## config.mk

```make
export PLATFORM = sky130hd
export DESIGN_NAME = ias_seq
export DESIGN_NICKNAME = d
export VERILOG_FILES = /design/src/logic/ias_pkg.sv /design/src/logic/ias_rate_div.sv /design/src/logic/ias_seq.sv
export SDC_FILE = /design/constraint.sdc
export NUM_CORES = 1
export LEC_CHECK = 0
export ABC_AREA = 1
export BUFFER_PORTS_ARGS = -buffer_cell sky130_fd_sc_hd__buf_2
export CAP_MARGIN = 20
export CELL_PAD_IN_SITES_DETAIL_PLACEMENT = 1
export CELL_PAD_IN_SITES_GLOBAL_PLACEMENT = 2
export CORE_UTILIZATION = 25
export CTS_CLUSTER_SIZE = 24
export DETAILED_ROUTE_END_ITERATION = 10
export PLACE_DENSITY = 0.68
export SYNTH_ARGS = -nofsm -noshare
export SYNTH_HDL_FRONTEND = slang
export SYNTH_SLANG_ARGS = --single-unit
```

## constraint.sdc

```tcl
create_clock -name aclk -period 6.1 [get_ports aclk]
set_clock_uncertainty 0.2 [all_clocks]
set_input_delay 1.22 -clock aclk [delete_from_list [all_inputs] [get_ports aclk]]
set_output_delay 1.22 -clock aclk [all_outputs]
set_load 0.03 [all_outputs]
```

## src/logic/ias_pkg.sv

```systemverilog
// Constants and types for the incremental converter sequencer
package ias_pkg;
  // Register byte offsets
  localparam logic [7:0] CTRL_OFFSET   = 8'h00;
  localparam logic [7:0] STATUS_OFFSET = 8'h04;
  localparam logic [7:0] RESULT_OFFSET = 8'h08;
  // Control register fields
  localparam int CTRL_START_BIT = 0;
  localparam int CTRL_DEF_BIT   = 1;
  localparam int CTRL_CONT_BIT  = 2;
  localparam int CTRL_RATIO_LSB = 4;
  localparam int CTRL_ELEM_LSB  = 8;
  localparam int CTRL_RATE_LSB  = 12;
  localparam logic [31:0] CTRL_RESET = 32'h0000_0000;
  // Status register fields
  localparam int STAT_BUSY_BIT = 0;
  localparam int STAT_DONE_BIT = 1;
  localparam int STAT_RES_LSB  = 8;
  // Sequencer timing and result format
  localparam int RATIO_BASE_LOG2 = 3;
  localparam int RES_MAX         = 16;
  localparam logic [15:0] SAT_POS = 16'h7FFF;
  localparam logic [15:0] SAT_NEG = 16'h8000;
  // Oscillator 4 MHz, fastest sampling 500 kHz
  localparam int CLK_HZ       = 125_000_000;
  localparam int OSC_HZ       = 4_000_000;
  localparam int FS_MAX_HZ    = 500_000;
  localparam int OSC_DIV      = CLK_HZ / OSC_HZ;
  localparam int FS_BASE_DIV  = OSC_HZ / FS_MAX_HZ;
  // AXI responses
  localparam logic [1:0] RESP_OKAY   = 2'h0;
  localparam logic [1:0] RESP_SLVERR = 2'h2;

  typedef enum logic [1:0] {
    ST_IDLE   = 2'b00,
    ST_RUN    = 2'b01,
    ST_QUANT  = 2'b10
  } ias_state_type;
endpackage

```

## src/logic/ias_rate_div.sv

```systemverilog
// Sampling-period enable divider from the oscillator rate
`timescale 1ns/1ps
module ias_rate_div
  import ias_pkg::*;
(
  input  wire logic       aclk,
  input  wire logic       aresetn,
  input  wire logic       run,
  input  wire logic [1:0] rate_sel,
  output logic            tick
);
  logic [7:0] osc_cnt_reg;
  logic       osc_tick;
  logic [7:0] fs_cnt_reg;
  logic [7:0] fs_limit;

  // Oscillator emulation: one enable per 4 MHz cycle
  always_ff @(posedge aclk) begin
    if (!aresetn || !run) begin
      osc_cnt_reg <= 8'h00;
    end else if (osc_cnt_reg == 8'(OSC_DIV - 1)) begin
      osc_cnt_reg <= 8'h00;
    end else begin
      osc_cnt_reg <= osc_cnt_reg + 8'h01;
    end
  end
  assign osc_tick = run && (osc_cnt_reg == 8'(OSC_DIV - 1));

  // rate field divider
  // Code 11 divides by 8, each step down doubles the period
  assign fs_limit = 8'(FS_BASE_DIV << (2'h3 - rate_sel)) - 8'h01;

  always_ff @(posedge aclk) begin
    if (!aresetn || !run) begin
      fs_cnt_reg <= 8'h00;
      tick       <= 1'b0;
    end else begin
      tick <= 1'b0;
      if (osc_tick) begin
        if (fs_cnt_reg >= fs_limit) begin
          fs_cnt_reg <= 8'h00;
          tick       <= 1'b1;
        end else begin
          fs_cnt_reg <= fs_cnt_reg + 8'h01;
        end
      end
    end
  end
endmodule

```

## src/logic/ias_seq.sv

```systemverilog
// Incremental converter sequencer, result formatter and register slave
// Behaviour
// - elem_count_select 00/01/10/11 gives 1/2/4/8 elementary conversions
// - Resolution is 2*log2(ratio)+log2(count), six to sixteen bits
// - Resolution above sixteen bits is truncated to sixteen
// - Conversion lasts count*(ratio+1)+1 sampling periods
// - One mode bit selects continuous or on-request conversion
// - Continuous mode restarts at once, writes result, pulses trigger
// - On-request conversion starts on start bit, same sequence
// - Result is a sixteen-bit two's-complement word
// - Out of range results clamp to 0x7FFF or 0x8000
// - Non-significant low bits forced to one followed by zeros
// - Significant bits sit at the top of the word
// - Start bit or default-trigger bit starts a conversion
// - Elementary conversion spans ratio+1 periods, offset polarity alternates
// - ratio_select code gives ratio two to the three plus code
// - sample_rate_select gives 62.5, 125, 250 or 500 kHz
`timescale 1ns/1ps
module ias_seq
  import ias_pkg::*;
(
  input  wire logic        aclk,
  input  wire logic        aresetn,
  input  wire logic [7:0]  s_axi_awaddr,
  input  wire logic        s_axi_awvalid,
  output logic             s_axi_awready,
  input  wire logic [31:0] s_axi_wdata,
  input  wire logic [3:0]  s_axi_wstrb,
  input  wire logic        s_axi_wvalid,
  output logic             s_axi_wready,
  output logic [1:0]       s_axi_bresp,
  output logic             s_axi_bvalid,
  input  wire logic        s_axi_bready,
  input  wire logic [7:0]  s_axi_araddr,
  input  wire logic        s_axi_arvalid,
  output logic             s_axi_arready,
  output logic [31:0]      s_axi_rdata,
  output logic [1:0]       s_axi_rresp,
  output logic             s_axi_rvalid,
  input  wire logic        s_axi_rready,
  input  wire logic        mod_bit,
  output logic             offset_polarity,
  output logic             modulator_reset,
  output logic             conv_trigger
);
  ias_state_type state_reg;
  logic [31:0]   ctrl_reg;
  logic          start_req_reg;
  logic [2:0]    ratio_reg;
  logic [1:0]    elem_reg;
  logic [1:0]    rate_reg;
  logic [10:0]   period_cnt_reg;
  logic [3:0]    elem_cnt_reg;
  logic signed [24:0] accum_reg;
  logic signed [24:0] elem_sum_reg;
  logic [15:0]   conversion_result;
  logic          done_reg;
  logic          tick;
  logic          aw_held_reg;
  logic          w_held_reg;
  logic [7:0]    awaddr_reg;
  logic [31:0]   wdata_reg;
  logic          wr_go;
  logic          ctrl_wr;
  logic [3:0]    wstrb_reg;
  logic          busy;
  logic signed [24:0] elem_step;
  logic signed [24:0] elem_total;

  // Log2 of the over-sampling ratio, shared by timing and formatting
  function automatic logic [3:0] ratio_log2(input logic [2:0] r);
    // ratio is two to three plus code
    ratio_log2 = 4'(RATIO_BASE_LOG2) + 4'(r);
  endfunction

  // Resolution in bits from the latched fields, capped at the word size
  function automatic logic [4:0] res_bits(input logic [2:0] r, input logic [1:0] e);
    logic [4:0] n;
    n = 5'(2 * ratio_log2(r)) + 5'(e);
    res_bits = (n > 5'(RES_MAX)) ? 5'(RES_MAX) : n;
  endfunction

  // Full-scale scaling, clamp and forced low bits
  function automatic logic [15:0] fmt_result(input logic signed [24:0] mean,
                                             input logic [2:0] r, input logic [1:0] e);
    logic signed [24:0] scaled;
    logic [15:0]        w;
    logic [15:0]        mask;
    logic [4:0]         n;
    n = res_bits(r, e);
    // full-scale input is half the code span above or below zero
    // Shift by one less than the word width minus log2 of the ratio so the span equals the reference
    scaled = mean <<< (5'(RES_MAX - 1) - 5'(ratio_log2(r)));
    if (scaled > 25'sd32767) begin
      w = SAT_POS;
    end else if (scaled < -25'sd32768) begin
      w = SAT_NEG;
    end else begin
      w = scaled[15:0];
    end
    // one then zeros in the dropped bits
    mask = 16'hFFFF << (5'(RES_MAX) - n);
    if (n < 5'(RES_MAX)) begin
      w = (w & mask) | (16'h0001 << (5'(RES_MAX - 1) - n));
    end
    fmt_result = w;
  endfunction

  // Busy while a conversion runs; also gates the sampling divider
  assign busy = (state_reg != ST_IDLE);

  // Sample of this tick, signed by offset polarity; the wrap tick counts too
  assign elem_step  = (mod_bit ^ offset_polarity) ? 25'sd1 : -25'sd1;
  assign elem_total = elem_sum_reg + elem_step;

  ias_rate_div u_div (
    .aclk     (aclk),
    .aresetn  (aresetn),
    .run      (busy),
    .rate_sel (rate_reg),
    .tick     (tick)
  );

  // Write channel capture, address and data in either order
  // Response waits for both halves; a pending answer blocks the next write
  assign wr_go   = aw_held_reg && w_held_reg && !s_axi_bvalid;
  assign ctrl_wr = wr_go && (awaddr_reg == CTRL_OFFSET);
  always_ff @(posedge aclk) begin
    if (!aresetn) begin
      aw_held_reg   <= 1'b0;
      w_held_reg    <= 1'b0;
      awaddr_reg    <= 8'h00;
      wdata_reg     <= 32'h0000_0000;
      wstrb_reg     <= 4'h0;
      s_axi_awready <= 1'b0;
      s_axi_wready  <= 1'b0;
      s_axi_bvalid  <= 1'b0;
      s_axi_bresp   <= RESP_OKAY;
    end else begin
      s_axi_awready <= !aw_held_reg && !s_axi_awready && s_axi_awvalid;
      s_axi_wready  <= !w_held_reg && !s_axi_wready && s_axi_wvalid;
      if (s_axi_awvalid && s_axi_awready) begin
        aw_held_reg <= 1'b1;
        awaddr_reg  <= s_axi_awaddr;
      end
      if (s_axi_wvalid && s_axi_wready) begin
        w_held_reg <= 1'b1;
        wdata_reg  <= s_axi_wdata;
        wstrb_reg  <= s_axi_wstrb;
      end
      if (wr_go) begin
        aw_held_reg  <= 1'b0;
        w_held_reg   <= 1'b0;
        s_axi_bvalid <= 1'b1;
        s_axi_bresp  <= (awaddr_reg == CTRL_OFFSET) ? RESP_OKAY : RESP_SLVERR;
      end else if (s_axi_bvalid && s_axi_bready) begin
        s_axi_bvalid <= 1'b0;
      end
    end
  end

  // Control register; start and default bits self-clear into a request
  always_ff @(posedge aclk) begin
    if (!aresetn) begin
      ctrl_reg      <= CTRL_RESET;
      start_req_reg <= 1'b0;
    end else begin
      // Strobes captured with the data; the master may drop them after handshake
      if (ctrl_wr && wstrb_reg[0]) begin
        ctrl_reg[7:0] <= wdata_reg[7:0] & 8'hFC;
      end
      if (ctrl_wr && wstrb_reg[1]) begin
        ctrl_reg[15:8] <= wdata_reg[15:8];
      end
      // either bit requests a conversion; a new request wins over consume
      if (ctrl_wr && wstrb_reg[0] &&
          (wdata_reg[CTRL_START_BIT] || wdata_reg[CTRL_DEF_BIT])) begin
        start_req_reg <= 1'b1;
      end else if (state_reg == ST_IDLE) begin
        start_req_reg <= 1'b0;
      end
    end
  end

  // Read channel, one cycle answer after the address
  // Status reports the latched resolution, not the one being written
  always_ff @(posedge aclk) begin
    if (!aresetn) begin
      s_axi_arready <= 1'b0;
      s_axi_rvalid  <= 1'b0;
      s_axi_rdata   <= 32'h0000_0000;
      s_axi_rresp   <= RESP_OKAY;
    end else begin
      s_axi_arready <= !s_axi_arready && !s_axi_rvalid && s_axi_arvalid;
      if (s_axi_arvalid && s_axi_arready) begin
        s_axi_rvalid <= 1'b1;
        s_axi_rresp  <= RESP_OKAY;
        case (s_axi_araddr)
          CTRL_OFFSET: begin
            s_axi_rdata <= ctrl_reg;
          end
          STATUS_OFFSET: begin
            s_axi_rdata <= {19'h0, res_bits(ratio_reg, elem_reg), 6'h0,
                            done_reg, busy};
          end
          RESULT_OFFSET: begin
            s_axi_rdata <= {16'h0000, conversion_result};
          end
          default: begin
            s_axi_rdata <= 32'h0000_0000;
            s_axi_rresp <= RESP_SLVERR;
          end
        endcase
      end else if (s_axi_rvalid && s_axi_rready) begin
        s_axi_rvalid <= 1'b0;
      end
    end
  end

  // Conversion sequencer
  always_ff @(posedge aclk) begin
    if (!aresetn) begin
      state_reg         <= ST_IDLE;
      ratio_reg         <= 3'h0;
      elem_reg          <= 2'h0;
      rate_reg          <= 2'h0;
      period_cnt_reg    <= 11'h000;
      elem_cnt_reg      <= 4'h0;
      accum_reg         <= 25'sd0;
      elem_sum_reg      <= 25'sd0;
      offset_polarity   <= 1'b0;
      modulator_reset   <= 1'b1;
      conversion_result <= 16'h0000;
      conv_trigger      <= 1'b0;
      done_reg          <= 1'b0;
    end else begin
      conv_trigger <= 1'b0;
      case (state_reg)
        ST_IDLE: begin
          modulator_reset <= 1'b1;
          // mode bit: continuous runs without a request
          // on-request waits for the start request
          // Continuous uses the live bit, so clearing it stops after this result
          if (start_req_reg || ctrl_reg[CTRL_CONT_BIT]) begin
            // settings frozen for the whole conversion
            ratio_reg       <= ctrl_reg[CTRL_RATIO_LSB +: 3];
            elem_reg        <= ctrl_reg[CTRL_ELEM_LSB +: 2];
            rate_reg        <= ctrl_reg[CTRL_RATE_LSB +: 2];
            period_cnt_reg  <= 11'h000;
            elem_cnt_reg    <= 4'h0;
            accum_reg       <= 25'sd0;
            elem_sum_reg    <= 25'sd0;
            offset_polarity <= 1'b0;
            modulator_reset <= 1'b0;
            state_reg       <= ST_RUN;
          end
        end
        ST_RUN: begin
          if (tick) begin
            // Integrate the modulator bit, sign by offset polarity
            elem_sum_reg <= elem_total;
            if (period_cnt_reg == (11'h001 << ratio_log2(ratio_reg))) begin
              period_cnt_reg  <= 11'h000;
              // Undo the polarity swap so offsets of alternate halves cancel
              accum_reg       <= accum_reg + (offset_polarity ? -elem_total
                                                              : elem_total);
              elem_sum_reg    <= 25'sd0;
              offset_polarity <= !offset_polarity;
              if (elem_cnt_reg == 4'((4'h1 << elem_reg) - 4'h1)) begin
                state_reg <= ST_QUANT;
              end
              elem_cnt_reg <= elem_cnt_reg + 4'h1;
            end else begin
              period_cnt_reg <= period_cnt_reg + 11'h001;
            end
          end
        end
        ST_QUANT: begin
          // one more sampling period for quantization
          if (tick) begin
            // Mean of elementary results, then formatting
            conversion_result <= fmt_result(accum_reg >>> elem_reg, ratio_reg, elem_reg);
            // publish the result with a trigger pulse
            conv_trigger    <= 1'b1;
            done_reg        <= 1'b1;
            modulator_reset <= 1'b1;
            // continuous mode restarts through idle at once
            state_reg       <= ST_IDLE;
          end
        end
        default: begin
          state_reg <= ST_IDLE;
        end
      endcase
    end
  end
endmodule

```

==> qor.yml <==
status:
  status: "finished, final reports clean"
worst_setup_path:
  cpMostUsedCell: "nand2_1"
  r2r-start: "offset_polarity"
  required_ps: 6230
  crit_slowest_cell: "ha_1"
  r2r_slack_ps: 850
  path_max_fanout: 5
  r2r-end: "accum_reg[19]"
  arrival_ps: 5540
  critPathKind: "input port to flip-flop"
  critPathMaxStageDelay_ps: 360
  r2r_cells: 34
  end_kind: "flip-flop"
  startpoint_type: "input port"
worst_hold_path:
  hp-class: "flip-flop to flip-flop"
  hold_start: "w_held_reg"
  min_path_cells: 1
  min_to: "s_axi_wready"
detailed_routing:
  postRouteAntennaNets: 0
  viasPerCell: 4.78
  vias: 14300
  wl_per_cell_um: 15.2
  dr.pass1.iters: 4
  routed_wl_um: 45400
  drt_iter0_drc: 617
  drc: 0
floorplanning:
  die_area_mm2: 0.0545
  core_area_mm2: 0.0528
  start_util_pct: 25.4
  die_h_um: 234
  rows: 84
  die_x_um: 234
  io_pins: 104
global_routing:
  antenna_found_initial: 0
  overflow: 0
  grt_usage_pct: 17.1
  grt_pass1_vias: 14500
  grt_max_degree: 54
  grt_pass1_wl_um: 74800
synth:
  synth.most_common_cell: "nand2_1"
  synth-edff-count: 0
  yosysSeqAreaShare_pct: 26.4
  synthTopCellsByCount: "nand2_1 (694), inv_1 (236), nor2_1 (234), nand3_1 (211), dfxtp_1 (177)"
  syn_area_mm2: 0.0134
  synth_area_leaders: "dfxtp_1 (26%), nand2_1 (19%), nand3_1 (7.9%), inv_1 (6.6%), nor2_1 (6.6%)"
  synth-compound-area-share_pct: 15.3
  synthDistinctLibCells: 61
  muxShareOfSynthArea_pct: 0
  synthAdderAreaFrac_pct: 5.10
  ys_seq_elements: 177
  synth_top_family_by_area: "simple AND/OR/NAND/NOR gates"
  synth_cells: 2233
  ys.flop_type: "dfxtp_1"
  yosys_warnings: 0
  synthDominantCellAreaShare_pct: 26.4
  yosys.area.top_type: "dfxtp_1"
  async_flop_share_pct: 0
  synthXorXnorAreaFrac_pct: 2.84
  synthSimpleGateAreaFrac_pct: 39.2
  syn_avg_cell_area_um2: 6.00
run:
  maxCapViolCount: 0
clock_tree:
  cts_tree: "built"
  clk_path_buf_depth: 2
  worstSkewPairLatency_ps: 460
  htree_levels: 4
  clockRootBuffer: "clkbuf_16"
  cts_setup_buffers: 0
  cts_resized: 0
  path_clk_slew_ps: 70
  cts.sinks: 177
  cts_made_buffers: 17
  hold_buffers: 0
sta:
  max_freq_mhz: 185
  slew_headroom_pct: 41.3
  finalCriticalPeriod_ps: 5410
  setup_viol: 0
  worst_slack_ps: 688
  tns_ps: 0
  rsz0062_at_grt: "no"
  worst_slew_pin_slew_ps: 878
  fin_crit_sh_pct: 88.7
  hold_viol: 0
  drv_slew: 0
power_and_ir_drop:
  p_switching_uw: 710
  p_sw_share_pct: 28.2
  pwr-share-comb_pct: 9.1
  internal_power_uw: 1810
  peakVddDrop_mv: 0.156
  power.share.clock_pct: 44.3
  leakage_uw: 0.00678
  pwr-share-seq_pct: 46.6
  total_power_uw: 2520
  power.density_mw_per_mm2: 166
placed_design:
  routabilityCongestion: 0.834
  dp.cells: 2957
  portBuffers: 67
  hpwl_um: 36500
  place_ws_ps: 242
final_layout:
  drive_gt1_share_pct: 9.65
  syn2layout_area_growth_pct: 12.7
  diodes: 0
  postLayoutCoreUtil_pct: 28.6
  fin_cells: 2989
  finalNetCount: 2402
[layout make-up]
| type | count | area [µm²] |
|---|---|---|
| well taps | 688 | 861 |
| multi-input cells | 1717 | 8440 |
| clock buffers | 20 | 467 |
| repair buffers | 114 | 701 |
| inverters | 261 | 982 |
| flip-flops and latches | 177 | 3540 |
| clock inverters | 12 | 114 |
| fillers | 6907 | 37600 |
[per-layer routing]
metal | vias to the layer above | GRT usage, % | part of all wire, %
li1 | 7305 | - | -
met1 | 6805 | 24.0 | 51
met2 | 142 | 27.8 | 45
met3 | 27 | 2.33 | 2.7
met4 | 0 | 3.37 | 1.0
met5 | - | 0 | 0
[through the flow]
step	hold slack [ps]	instance area (µm²)
floorplan	197	13500
global placement	221	14500
detailed placement	215	14500
CTS	234	15100
global route	242	15100
finish	231	15100
[cells in the final DEF, fill, tap and decap left out, types with 4 or more instances in the layout]
| cell type | synthesis | routed |
|---|---|---|
| a211oi_1 | 14 | 14 |
| nor3b_1 | 8 | 8 |
| nand3_1 | 211 | 211 |
| dfxtp_1 | 177 | 177 |
| inv_1 | 236 | 235 |
| buf_2 | 20 | 67 |
| inv_6 | 0 | 6 |
| a21boi_0 | 4 | 4 |
| o21ai_1 | 13 | 13 |
| o21ai_2 | 4 | 4 |
| clkinv_1 | 5 | 5 |
| nand2_2 | 14 | 14 |
| a31oi_1 | 9 | 9 |
| inv_2 | 19 | 20 |
| ha_1 | 53 | 53 |
| nand4_1 | 22 | 22 |
| o211ai_1 | 8 | 8 |
| xor2_1 | 33 | 33 |
| nand3b_1 | 6 | 6 |
| nor2_1 | 234 | 234 |
| o22ai_1 | 6 | 6 |
| o221ai_1 | 4 | 4 |
| or2_2 | 17 | 17 |
| a21oi_1 | 124 | 124 |
| clkbuf_16 | 0 | 17 |
| nand2_1 | 694 | 694 |
| conb_1 | 1 | 18 |
| buf_4 | 19 | 46 |
| nor3_1 | 17 | 17 |
| a41oi_1 | 17 | 17 |
| nor4_1 | 8 | 8 |
| o21ai_0 | 134 | 134 |
[worst max-delay path, delay by kind of cell]
family                     cells  cell delay, ps
buffers and inverters          9             860
adders and majority gates      2             550
and+or+nand+nor               18            2250
AOI/OAI and AO/OA              4             320
xor gates and xnor gates       2             340
[power by group through the flow]
stage | clock [µW] | sequential, µW | combinational, µW
after floorplan | 0 | 1200 | 167
after global placement | 0 | 1200 | 228
after detailed placement | 0 | 1200 | 231
after CTS | 1160 | 1170 | 232
after global routing | 1200 | 1170 | 260
final | 1120 | 1170 | 228
[worst max-delay path by stage]
stage	startpoint	end	slack, ps
2_1_floorplan	mod_bit	accum_reg[21]	1180
3_3_place_gp	mod_bit	accum_reg[19]	270
6_report	mod_bit	accum_reg[19]	690
5_1_grt	mod_bit	accum_reg[19]	110
3_5_place_dp	mod_bit	accum_reg[19]	240
4_1_cts	mod_bit	accum_reg[19]	720
[kinds of logic (layout without fill, tap and decap cells)]
logic type,count (synthesis),after routing
xor+xnor,40,40
flops,177,177
simple gates,1247,1247
buf+inv,356,407
other cells,1,18
fa+ha+maj,54,54
compound gates,358,358
No activity file was read; power rests on OpenSTA's default activity.
